`src/core/dbg_read_pkg.sv`:
```
// Package for the cache and translation-buffer debug read block.
// Assumes a single clock domain and a 64-bit general register operand.
package dbg_read_pkg;

    // ****************************************************************
    // System instruction encoding
    // ****************************************************************
    localparam logic [1:0] OP0_DBG  = 2'h1;
    localparam logic [2:0] OP1_DBG  = 3'h6;
    localparam logic [3:0] CRN_DBG  = 4'hf;
    localparam logic [3:0] CRM_GRP3 = 4'h3;
    localparam logic [3:0] CRM_GRP4 = 4'h4;
    localparam logic [3:0] CRM_GRP2 = 4'h2;
    localparam logic [2:0] OP2_0    = 3'h0;
    localparam logic [2:0] OP2_1    = 3'h1;
    localparam logic [2:0] OP2_2    = 3'h2;
    localparam logic [2:0] OP2_3    = 3'h3;

    // ****************************************************************
    // Argument field positions
    // ****************************************************************
    localparam int L1_WAY_LSB  = 30;
    localparam int L1_SET_LSB  = 6;
    localparam int L1_SET_W    = 8;
    localparam int L2_WAY_LSB  = 29;
    localparam int L2_SET_W    = 10;
    localparam int TLB_SET_LSB = 0;
    localparam int DOFF_LSB    = 3;
    localparam int IOFF_LSB    = 2;

    // ****************************************************************
    // Widths, reset value, trap class
    // ****************************************************************
    localparam int TAG_W    = 16;
    localparam int IDATA_W  = 40;
    localparam int TLB_W    = 192;
    localparam logic [63:0] RESULT_RST = 64'h0;
    localparam logic [5:0]  EC_SYS_TRAP = 6'h18;

    // Translation-buffer set split points
    localparam logic [9:0] TLB_MAIN_TOP_1 = 10'h07f;
    localparam logic [9:0] TLB_WALK_TOP_1 = 10'h0a4;
    localparam logic [9:0] TLB_MAIN_TOP_2 = 10'h0ff;
    localparam logic [9:0] TLB_WALK_TOP_2 = 10'h147;

    typedef enum logic [1:0] {
        unprivileged_level,
        kernel_level,
        hypervisor_level,
        monitor_level
    } level_e;

    typedef enum {
        st_idle,
        st_read,
        st_done
    } state_e;

    typedef enum logic [2:0] {
        op_l1_tag, op_l2_tag, op_l1_data, op_l1_instr,
        op_tlb_mid, op_tlb_high, op_l2_data, op_tlb_low
    } op_e;

    // Instruction request
    typedef struct packed {
        logic        valid;
        logic [1:0]  op0;
        logic [2:0]  op1;
        logic [3:0]  crn;
        logic [3:0]  crm;
        logic [2:0]  op2;
        logic [63:0] arg;
    } sys_req_s;

    // Array read request
    typedef struct packed {
        logic        en;
        logic [2:0]  way;
        logic [9:0]  set;
        logic [3:0]  offset;
    } arr_req_s;

endpackage

```
`src/core/dbg_op_decode.sv`:
```
// Decoder for the debug read system instructions.
// Assumes the request fields come straight from the issue stage.
`timescale 1ns/100ps
module dbg_op_decode
    import dbg_read_pkg::*;
(
    // Request
    input  wire sys_req_s req,
    // Decode result
    output op_e           op,
    output logic          hit
);

    // ****************************************************************
    // Encoding match
    // ****************************************************************
    logic family;

    // Common prefix of the family
    assign family = req.op0 == OP0_DBG && req.op1 == OP1_DBG
                    && req.crn == CRN_DBG;

    // Group and op2 select; all ops exist in every build
    always_comb begin
        op  = op_l1_tag;
        hit = 1'b0;
        if (family && req.crm == CRM_GRP3) begin
            hit = 1'b1;
            case (req.op2)
                OP2_0:   op = op_l1_tag;
                OP2_2:   op = op_tlb_mid;
                OP2_3:   op = op_l2_tag;
                default: hit = 1'b0;
            endcase
        end else if (family && req.crm == CRM_GRP4) begin
            hit = 1'b1;
            case (req.op2)
                OP2_0:   op = op_l1_data;
                OP2_1:   op = op_l1_instr;
                OP2_2:   op = op_tlb_high;
                OP2_3:   op = op_l2_data;
                default: hit = 1'b0;
            endcase
        end else if (family && req.crm == CRM_GRP2
                     && req.op2 == OP2_2) begin
            // Low slice of the translation-buffer entry
            hit = 1'b1;
            op  = op_tlb_low;
        end
    end

endmodule // dbg_op_decode

```
`src/core/dbg_arg_map.sv`:
```
// Argument field decode and range folding per target array.
// Assumes set and way limits are given as parameters.
`timescale 1ns/100ps
module dbg_arg_map
    import dbg_read_pkg::*;
#(
    parameter int L1_WAYS  = 4,
    parameter int L1_SETS  = 256,
    parameter int L2_WAYS  = 8,
    parameter int L2_SETS  = 1024,
    parameter int TLB_WAYS = 8,
    parameter bit DUAL     = 1'b0
) (
    // Operation and operand
    input  op_e          op,
    input  wire [63:0]   arg,
    // Array address
    output logic [2:0]   way,
    output logic [9:0]   set,
    output logic [3:0]   offset,
    output logic         walk_sel
);

    logic [9:0] tlb_top;
    logic [9:0] main_top;

    // Split point of main and walk entries
    assign main_top = DUAL ? TLB_MAIN_TOP_2 : TLB_MAIN_TOP_1;
    assign tlb_top  = DUAL ? TLB_WALK_TOP_2 : TLB_WALK_TOP_1;

    // Field extraction and folding of out-of-range values
    always_comb begin
        way      = 3'h0;
        set      = 10'h0;
        offset   = 4'h0;
        walk_sel = 1'b0;
        case (op)
            op_l1_tag, op_l1_data, op_l1_instr: begin
                way = {1'b0, arg[L1_WAY_LSB +: 2]};
                set = {2'h0, arg[L1_SET_LSB +: L1_SET_W]};
                if (op == op_l1_data)
                    offset = {1'b0, arg[DOFF_LSB +: 3]};
                if (op == op_l1_instr)
                    offset = arg[IOFF_LSB +: 4];
                if (32'(way) >= L1_WAYS) way = 3'h0;
                if (32'(set) >= L1_SETS) set = 10'h0;
            end
            op_l2_tag, op_l2_data: begin
                way = arg[L2_WAY_LSB +: 3];
                set = arg[L1_SET_LSB +: L2_SET_W];
                if (op == op_l2_data)
                    offset = {1'b0, arg[DOFF_LSB +: 3]};
                if (32'(way) >= L2_WAYS) way = 3'h0;
                if (32'(set) >= L2_SETS) set = 10'h0;
            end
            default: begin
                way = arg[L2_WAY_LSB +: 3];
                set = arg[TLB_SET_LSB +: 10];
                if (32'(way) >= TLB_WAYS) way = 3'h0;
                if (set > tlb_top) set = 10'h0;
                walk_sel = set > main_top;
            end
        endcase
    end

endmodule // dbg_arg_map

```
`src/core/cache_tlb_debug_read.sv`:
```
// Top of the cache and translation-buffer debug read block.
// Assumes the arrays answer a read one cycle after their enable.
`timescale 1ns/100ps

// Function
// - L1 tag-memory op returns 16 tag bits
// - Mid TLB op returns entry bits 127:64
// - High TLB op returns entry bits 191:128
// - L2 tag-memory op returns 16 tag bits
// - L1 data read returns 64 bits
// - L1 instr read: 40 bits, offset 5:2
// - L2 data read returns 64 bits
// - L1 args: way 31:30, set 13:6, offset 5:3
// - L2 args: way 31:29, set 15:6
// - TLB args: way 31:29, set 9:0
// - Dual-core build uses larger main set range
// - Out-of-range cache address reads some line
// - Out-of-range TLB address reads some entry
// - Unprivileged level: undefined instruction
// - Kernel: trap class 0x18 if enabled, else undefined
// - Hypervisor level: undefined instruction
// - Only monitor level executes with operand
// - Family decoded from op0, op1, CRn
// - CRm and op2 select the operation
// - All ops present in every build
// - Low TLB slice is bits 63:0
module cache_tlb_debug_read
    import dbg_read_pkg::*;
#(
    parameter int L1_WAYS  = 4,
    parameter int L1_SETS  = 256,
    parameter int L2_WAYS  = 8,
    parameter int L2_SETS  = 1024,
    parameter int TLB_WAYS = 8,
    parameter bit DUAL     = 1'b0
) (
    // Clock and reset
    input  wire logic       clk,
    input  wire logic       rst,
    // Instruction issue
    input  wire sys_req_s   req,
    input  wire level_e     current_privilege_level,
    input  wire logic       el2_enabled,
    input  wire logic       impdef_trap_control,
    // Array read port
    output arr_req_s        l1d_rd,
    output arr_req_s        l1i_rd,
    output arr_req_s        l2_rd,
    output arr_req_s        tlb_rd,
    output logic            tag_sel,
    output logic            walk_sel,
    input  wire logic [63:0]  l1d_q,
    input  wire logic [39:0]  l1i_q,
    input  wire logic [63:0]  l2_q,
    input  wire logic [191:0] tlb_q,
    input  wire logic [15:0]  l1_tag_q,
    input  wire logic [15:0]  l2_tag_q,
    // Outcome
    output logic            busy,
    output logic            done,
    output logic            undef,
    output logic            trap,
    output logic [5:0]      trap_class,
    output logic [63:0]     debug_read_result
);

    // ****************************************************************
    // State
    // ****************************************************************
    typedef struct packed {
        state_e      st;
        op_e         op;
        arr_req_s    l1d;
        arr_req_s    l1i;
        arr_req_s    l2;
        arr_req_s    tlb;
        logic        tag;
        logic        walk;
        logic        busy;
        logic        done;
        logic        undef;
        logic        trap;
        logic [5:0]  cls;
        logic [63:0] result;
    } state_s;

    state_s s_r;
    state_s s_nxt;

    op_e        dec_op;
    logic       dec_hit;
    logic [2:0] m_way;
    logic [9:0] m_set;
    logic [3:0] m_off;
    logic       m_walk;
    arr_req_s   a_req;

    // ****************************************************************
    // Decode and argument map
    // ****************************************************************
    dbg_op_decode u_dec (
        .req (req),
        .op  (dec_op),
        .hit (dec_hit)
    );

    dbg_arg_map #(
        .L1_WAYS  (L1_WAYS),
        .L1_SETS  (L1_SETS),
        .L2_WAYS  (L2_WAYS),
        .L2_SETS  (L2_SETS),
        .TLB_WAYS (TLB_WAYS),
        .DUAL     (DUAL)
    ) u_map (
        .op       (dec_op),
        .arg      (req.arg),
        .way      (m_way),
        .set      (m_set),
        .offset   (m_off),
        .walk_sel (m_walk)
    );

    assign a_req = '{en: 1'b1, way: m_way, set: m_set, offset: m_off};

    // ****************************************************************
    // Next state
    // ****************************************************************
    always_comb begin
        s_nxt       = s_r;
        s_nxt.done  = 1'b0;
        s_nxt.undef = 1'b0;
        s_nxt.trap  = 1'b0;
        s_nxt.l1d.en = 1'b0;
        s_nxt.l1i.en = 1'b0;
        s_nxt.l2.en  = 1'b0;
        s_nxt.tlb.en = 1'b0;
        case (s_r.st)
            st_idle: begin
                if (req.valid && dec_hit) begin
                    case (current_privilege_level)
                        monitor_level: begin
                            s_nxt.st   = st_read;
                            s_nxt.busy = 1'b1;
                            s_nxt.op   = dec_op;
                            s_nxt.walk = m_walk;
                            s_nxt.tag  = dec_op == op_l1_tag
                                         || dec_op == op_l2_tag;
                            case (dec_op)
                                op_l1_tag, op_l1_data: s_nxt.l1d = a_req;
                                op_l1_instr:           s_nxt.l1i = a_req;
                                op_l2_tag, op_l2_data: s_nxt.l2  = a_req;
                                default:               s_nxt.tlb = a_req;
                            endcase
                        end
                        kernel_level: begin
                            if (el2_enabled && impdef_trap_control) begin
                                s_nxt.trap = 1'b1;
                                s_nxt.cls  = EC_SYS_TRAP;
                            end else begin
                                s_nxt.undef = 1'b1;
                            end
                        end
                        default: s_nxt.undef = 1'b1;
                    endcase
                end
            end
            st_read: begin
                s_nxt.st = st_done;
            end
            st_done: begin
                // Capture array data, zero-extend narrow items
                case (s_r.op)
                    op_l1_tag:   s_nxt.result = 64'(l1_tag_q);
                    op_l2_tag:   s_nxt.result = 64'(l2_tag_q);
                    op_l1_data:  s_nxt.result = l1d_q;
                    op_l1_instr: s_nxt.result = 64'(l1i_q);
                    op_l2_data:  s_nxt.result = l2_q;
                    op_tlb_mid:  s_nxt.result = tlb_q[127:64];
                    op_tlb_high: s_nxt.result = tlb_q[191:128];
                    op_tlb_low:  s_nxt.result = tlb_q[63:0];
                    default:     s_nxt.result = s_r.result;
                endcase
                s_nxt.st   = st_idle;
                s_nxt.busy = 1'b0;
                s_nxt.done = 1'b1;
                s_nxt.tag  = 1'b0;
                s_nxt.walk = 1'b0;
            end
            default: s_nxt.st = st_idle;
        endcase
    end

    // ****************************************************************
    // State register
    // ****************************************************************
    always_ff @(posedge clk or posedge rst) begin
        if (rst) begin
            s_r        <= '0;
            s_r.st     <= st_idle;
            s_r.op     <= op_l1_tag;
            s_r.result <= RESULT_RST;
        end else begin
            s_r <= s_nxt;
        end
    end

    // Outputs straight from the state register
    assign l1d_rd            = s_r.l1d;
    assign l1i_rd            = s_r.l1i;
    assign l2_rd             = s_r.l2;
    assign tlb_rd            = s_r.tlb;
    assign tag_sel           = s_r.tag;
    assign walk_sel          = s_r.walk;
    assign busy              = s_r.busy;
    assign done              = s_r.done;
    assign undef             = s_r.undef;
    assign trap              = s_r.trap;
    assign trap_class        = s_r.cls;
    assign debug_read_result = s_r.result;

endmodule // cache_tlb_debug_read

```
`config.mk`:
```
export PLATFORM = sky130hd
export DESIGN_NAME = cache_tlb_debug_read
export DESIGN_NICKNAME = d
export VERILOG_FILES = /design/src/core/dbg_read_pkg.sv /design/src/core/dbg_op_decode.sv /design/src/core/dbg_arg_map.sv /design/src/core/cache_tlb_debug_read.sv
export SDC_FILE = /design/constraint.sdc
export NUM_CORES = 1
export LEC_CHECK = 0
export ABC_AREA = 1
export BUFFER_PORTS_ARGS = -buffer_cell sky130_fd_sc_hd__buf_4
export CAP_MARGIN = 15
export CORE_AREA = 2 2 245 247
export DETAILED_ROUTE_END_ITERATION = 7
export DIE_AREA = 0 0 247 249
export GPL_ROUTABILITY_DRIVEN = 0
export GPL_TIMING_DRIVEN = 0
export MAX_ROUTING_LAYER = met4
export SLEW_MARGIN = 25
export SYNTH_ARGS = -nofsm -noshare
export SYNTH_HDL_FRONTEND = slang
export SYNTH_HIERARCHICAL = 1
export SYNTH_SLANG_ARGS = --single-unit
```
`constraint.sdc`:
```
create_clock -name clk -period 5 [get_ports clk]
set_clock_uncertainty 0.2 [all_clocks]
set_input_delay 1 -clock clk [delete_from_list [all_inputs] [get_ports clk]]
set_output_delay 1 -clock clk [all_outputs]
set_load 0.05 [all_outputs]
```
==> run summary <==
The proportion of synthesized flip-flops having asynchronous set or reset was 100%. Measured along the y axis, the die boundary spans 249 um. The logs give 1037 for the violation count after the first detailed-route iteration and 627 for the I/O pin count. Counting instances, the worst hold path has a depth of 2. The final HPWL from detailed placement is 57700 um, and the overall via count from detail_route is 13.8k. In the routed design, unresolved DRC markers number 0. The first detailed-routing pass ran for 5 iterations. In this run the worst path has a maximum fanout of 10. In the finished design, the share of the clock period the worst path needs comes to 60.7%. The detailed-route wire length per cell was 22.9 um.

After synthesis, the cell types taking the most area are sky130_fd_sc_hd__dfrtp_1 (33%), sky130_fd_sc_hd__nand2_1 (14%), sky130_fd_sc_hd__nand4_1 (11%), sky130_fd_sc_hd__buf_4 (10%), sky130_fd_sc_hd__inv_1 (6.2%). The multi-input combinational cells in the finished layout cover a total of 0.00502 mm^2. The fraction of layout instances using a drive strength above 1 was 37.4%.

After the flow finishes, the layout carries non-filler instances totaling 3073. Clock root buffer master: sky130_fd_sc_hd__clkbuf_16. Count of endpoints failing hold in the final timing report: 0. The mapped netlist covers 0.0111 mm^2. The first global-routing pass estimated 95300 um of wire. Ranked by instance count, the synthesized netlist is headed by sky130_fd_sc_hd__nand2_1 (398), sky130_fd_sc_hd__nand4_1 (201), sky130_fd_sc_hd__inv_1 (182).

Cells fill 29.2% of the core in the end. The logs give 3.18 ns for the arrival time of data at the critical path endpoint and 89 for the number of standard-cell rows in the floorplan. For this run, the leading register cell type out of synthesis is sky130_fd_sc_hd__dfrtp_1.

The worst-path cell with the longest stage delay was sky130_fd_sc_hd__o21ai_1. Across all register-to-register paths, the minimum setup slack is 2.18 ns. The clock-pin transition on the worst setup and hold timing paths is 0.07 ns, and the sequential fraction of the synthesis area is 33.5%. The logic depth of the worst path, buffers included came out at 11. Traced cell by cell, the critical path runs through buf_4 > nand3b_1 > nor2_4 > nand3_2 > o21ai_1 > inv_1 > nor3_1 > nand4_2 > clkbuf_1 > nand2_1 > o21ai_0.

The number of setup buffers added after CTS is 0. The final layout contains routed wiring with a total length of 70400 um. The initial antenna violation count is 17, and the number of I/O port buffers is 577. Counting flops and latches in the post-synthesis netlist gives 148. The analysis attributes to cell leakage a power of 9.22 nW. After floorplanning, the core was sized to cover 0.0587 mm^2. Entering global routing, the biggest net connects 29 pins.

Including well taps, the total number of placed cells is 3025. For the initial core utilization, the log shows 18.8%. The startpoint identified for the worst hold timing path is tag_sel.

After detailed routing, the number of vias per cell comes to 4.50. The cell class contributing the biggest share of worst-path delay was simple AND/OR/NAND/NOR gates. STA classifies the critical path endpoint as a flop.

The most used standard cell by instance count after synthesis was sky130_fd_sc_hd__nand2_1. Counting flops with a built-in enable in the synthesized netlist gives 0. For the number of library cell types mapped by synthesis, the log shows 29. Setup repair after global routing left no endpoint under its margin. Die width: 247 um. Averaged over all synthesized cells, the footprint is 6.63 um^2.

Startpoint of the worst-slack reg-to-reg timing path: s_r[152]. The required time of the critical path is 5.15 ns, and the final max-slew violation count is 0. Across every metal layer, demand over resource in global routing totals 22.9%. After layout, the minimum clock period comes to 3.04 ns. The count of hold-fix buffers inserted at cts was 0; the CTS buffer count was 17. In this run the tightest slew margin relative to its limit is 31.3%. The worst hold path endpoint was tag_sel.

The count of warnings emitted by yosys is 6. The classification of the worst-slack hold path was flop to flop. The number of global-route vias before repair came out at 13.1k. The transition time at the pin with the least slew margin is 1.03 ns, and the later-pin clock latency in the skew report is 0.49 ns.

The filler cells instantiated in the layout total 6596. Post-detailed-route count of antenna-violating nets: 0. The run gives 2750 as the net count of the finished layout. Counting every sink on the clock net gives 148. IR analysis of the VDD net gives a maximum drop of 0.000267 V. The endpoint identified for the worst register-to-register timing path is debug_read_result[40]. The largest single stage delay on the critical path is 0.41 ns.

The areal power density over the cells is 176 mW/mm^2, and the H-tree depth is 4. The number of buffers and inverters on the critical path is 3. The layout overhead on the synthesized area came out at 54.9%. Setup total negative slack on the finished layout was measured at 0 ns. The die covers 0.0615 mm^2.

The worst setup path category is input pin to flop. The top cell type by area accounts for 33.5% of the synthesized area. The worst setup path is launched from an input pin.

The tools report the total power as 0.00302 W. The run gives 2 as the number of buffers on the longest clock path. TritonCTS built the clock tree. For the total grt overflow, the log shows 0. The run gives 0.329 GHz as the top achievable clock speed.

Setup violations remaining at the end of the flow were counted as 0. The tools report the number of gates resized after CTS as 0. The largest total area in the synthesized netlist belongs to sky130_fd_sc_hd__dfrtp_1. The run finished with clean final reports. The tools report the instance count of the mapped netlist as 1667. The worst register-to-register path has a depth of 6. Count of max-cap constraint violations: 0. Across the whole layout, storage elements account for 0.00370 mm^2.
per-layer routing:
metal	routed length (um)	part of all wire, %	global-route usage, %
met1	27700	39	27.0
met2	33700	48	37.3
met3	6270	8.9	5.38
met4	2640	3.8	9.33
met5	0	0	-
state kept, by name, summed over array words and instances (netlist names):
signal	cells
trap	1
debug_read_result	64
trap_class	1
tag_sel	1
busy	1
s_r	5
l2_rd	18
undef	1
l1i_rd	18
l1d_rd	18
tlb_rd	18
done	1
walk_sel	1
worst max path at each step:
stage                        from                    end
after floorplan               rst                   busy
after global placement        rst  debug_read_result[41]
after detailed placement  req[79]              l1i_rd[2]
after CTS                 req[79]             l1i_rd[13]
after global routing      req[74]              l1i_rd[3]
final                     req[79]             l1i_rd[11]
metrics by stage:
step	cell area (um^2)	worst slack, ns	hold WS [ns]
3_5_place_dp	16500	1.40	0.265
3_3_place_gp	16400	0.620	0.264
4_1_cts	17100	1.94	0.286
2_1_floorplan	11100	1.94	0.250
5_1_grt	17100	1.65	0.301
6_report	17100	1.96	0.280
tightest hold or removal path, delay by kind of cell, from the launching register on:
family           cells  cell delay (ns)
DFF                  1             0.34
and+or+nand+nor      2             0.10
cell type report:
type | count | share of cell area [%]
Clock buffer | 17 | 2.48
Tap cell | 773 | 5.65
Multi-Input combinational cell | 1076 | 29.3
Inverter | 189 | 4.16
Sequential cell | 148 | 21.6
Buffer | 257 | 9.57
Timing Repair Buffer | 582 | 25.9
Clock inverter | 15 | 1.07
Antenna cell | 16 | 0.234
layout by cell type, fill, tap and decap left out:
| master | netlist | final |
|---|---|---|
| sky130_fd_sc_hd__buf_4 | 149 | 726 |
| sky130_fd_sc_hd__nand2_1 | 398 | 398 |
| sky130_fd_sc_hd__nand4_1 | 201 | 201 |
| sky130_fd_sc_hd__inv_1 | 182 | 181 |
| sky130_fd_sc_hd__nor2_1 | 164 | 164 |
| sky130_fd_sc_hd__dfrtp_1 | 148 | 148 |
| sky130_fd_sc_hd__o21ai_0 | 126 | 126 |
| sky130_fd_sc_hd__nand3_1 | 106 | 106 |
| sky130_fd_sc_hd__buf_2 | 52 | 52 |
| sky130_fd_sc_hd__clkbuf_1 | 46 | 42 |
| sky130_fd_sc_hd__o21ai_1 | 31 | 31 |
| sky130_fd_sc_hd__a21oi_1 | 18 | 18 |
| sky130_fd_sc_hd__clkbuf_16 | 0 | 17 |
| sky130_fd_sc_hd__diode_2 | 0 | 16 |
| sky130_fd_sc_hd__inv_2 | 7 | 7 |
| sky130_fd_sc_hd__buf_6 | 6 | 6 |
| sky130_fd_sc_hd__clkinv_8 | 0 | 6 |
| sky130_fd_sc_hd__nor2_2 | 5 | 5 |
| sky130_fd_sc_hd__nand3_2 | 5 | 5 |
| sky130_fd_sc_hd__nand2_2 | 5 | 5 |
| sky130_fd_sc_hd__buf_12 | 0 | 5 |
| sky130_fd_sc_hd__clkbuf_2 | 0 | 4 |
| sky130_fd_sc_hd__buf_1 | 4 | 4 |
| sky130_fd_sc_hd__conb_1 | 1 | 4 |
| sky130_fd_sc_hd__nor3_1 | 3 | 3 |
| sky130_fd_sc_hd__inv_6 | 0 | 3 |
| sky130_fd_sc_hd__inv_8 | 0 | 3 |
| sky130_fd_sc_hd__clkinvlp_4 | 0 | 2 |
| sky130_fd_sc_hd__clkinv_4 | 0 | 2 |
| sky130_fd_sc_hd__nor2_4 | 2 | 2 |
| sky130_fd_sc_hd__and3_1 | 1 | 1 |
| sky130_fd_sc_hd__nand4_2 | 1 | 1 |
| sky130_fd_sc_hd__or2_2 | 1 | 1 |
| sky130_fd_sc_hd__nand3b_1 | 1 | 1 |
| sky130_fd_sc_hd__nor3_2 | 1 | 1 |
| sky130_fd_sc_hd__xor2_1 | 1 | 1 |
| sky130_fd_sc_hd__o21ai_4 | 1 | 1 |
| sky130_fd_sc_hd__nor3_4 | 1 | 1 |
cells by family after synthesis:
| group | share of synthesized area (%) |
|---|---|
| other | 0.0339 |
| xor gates and xnor gates | 0.0792 |
| DFF | 33.5 |
| AOI/OAI and AO/OA | 8.07 |
| buffers and inverters | 21.2 |
| and+or+nand+nor | 37.1 |
report_power, final:
part           switching, W  internal [W]  total (W)
sequential      0.000000451       0.00120    0.00120
clock              0.000709      0.000674    0.00138
combinational      0.000178      0.000261   0.000439
total              0.000887       0.00213    0.00302
(Power assumes the default switching activity.)
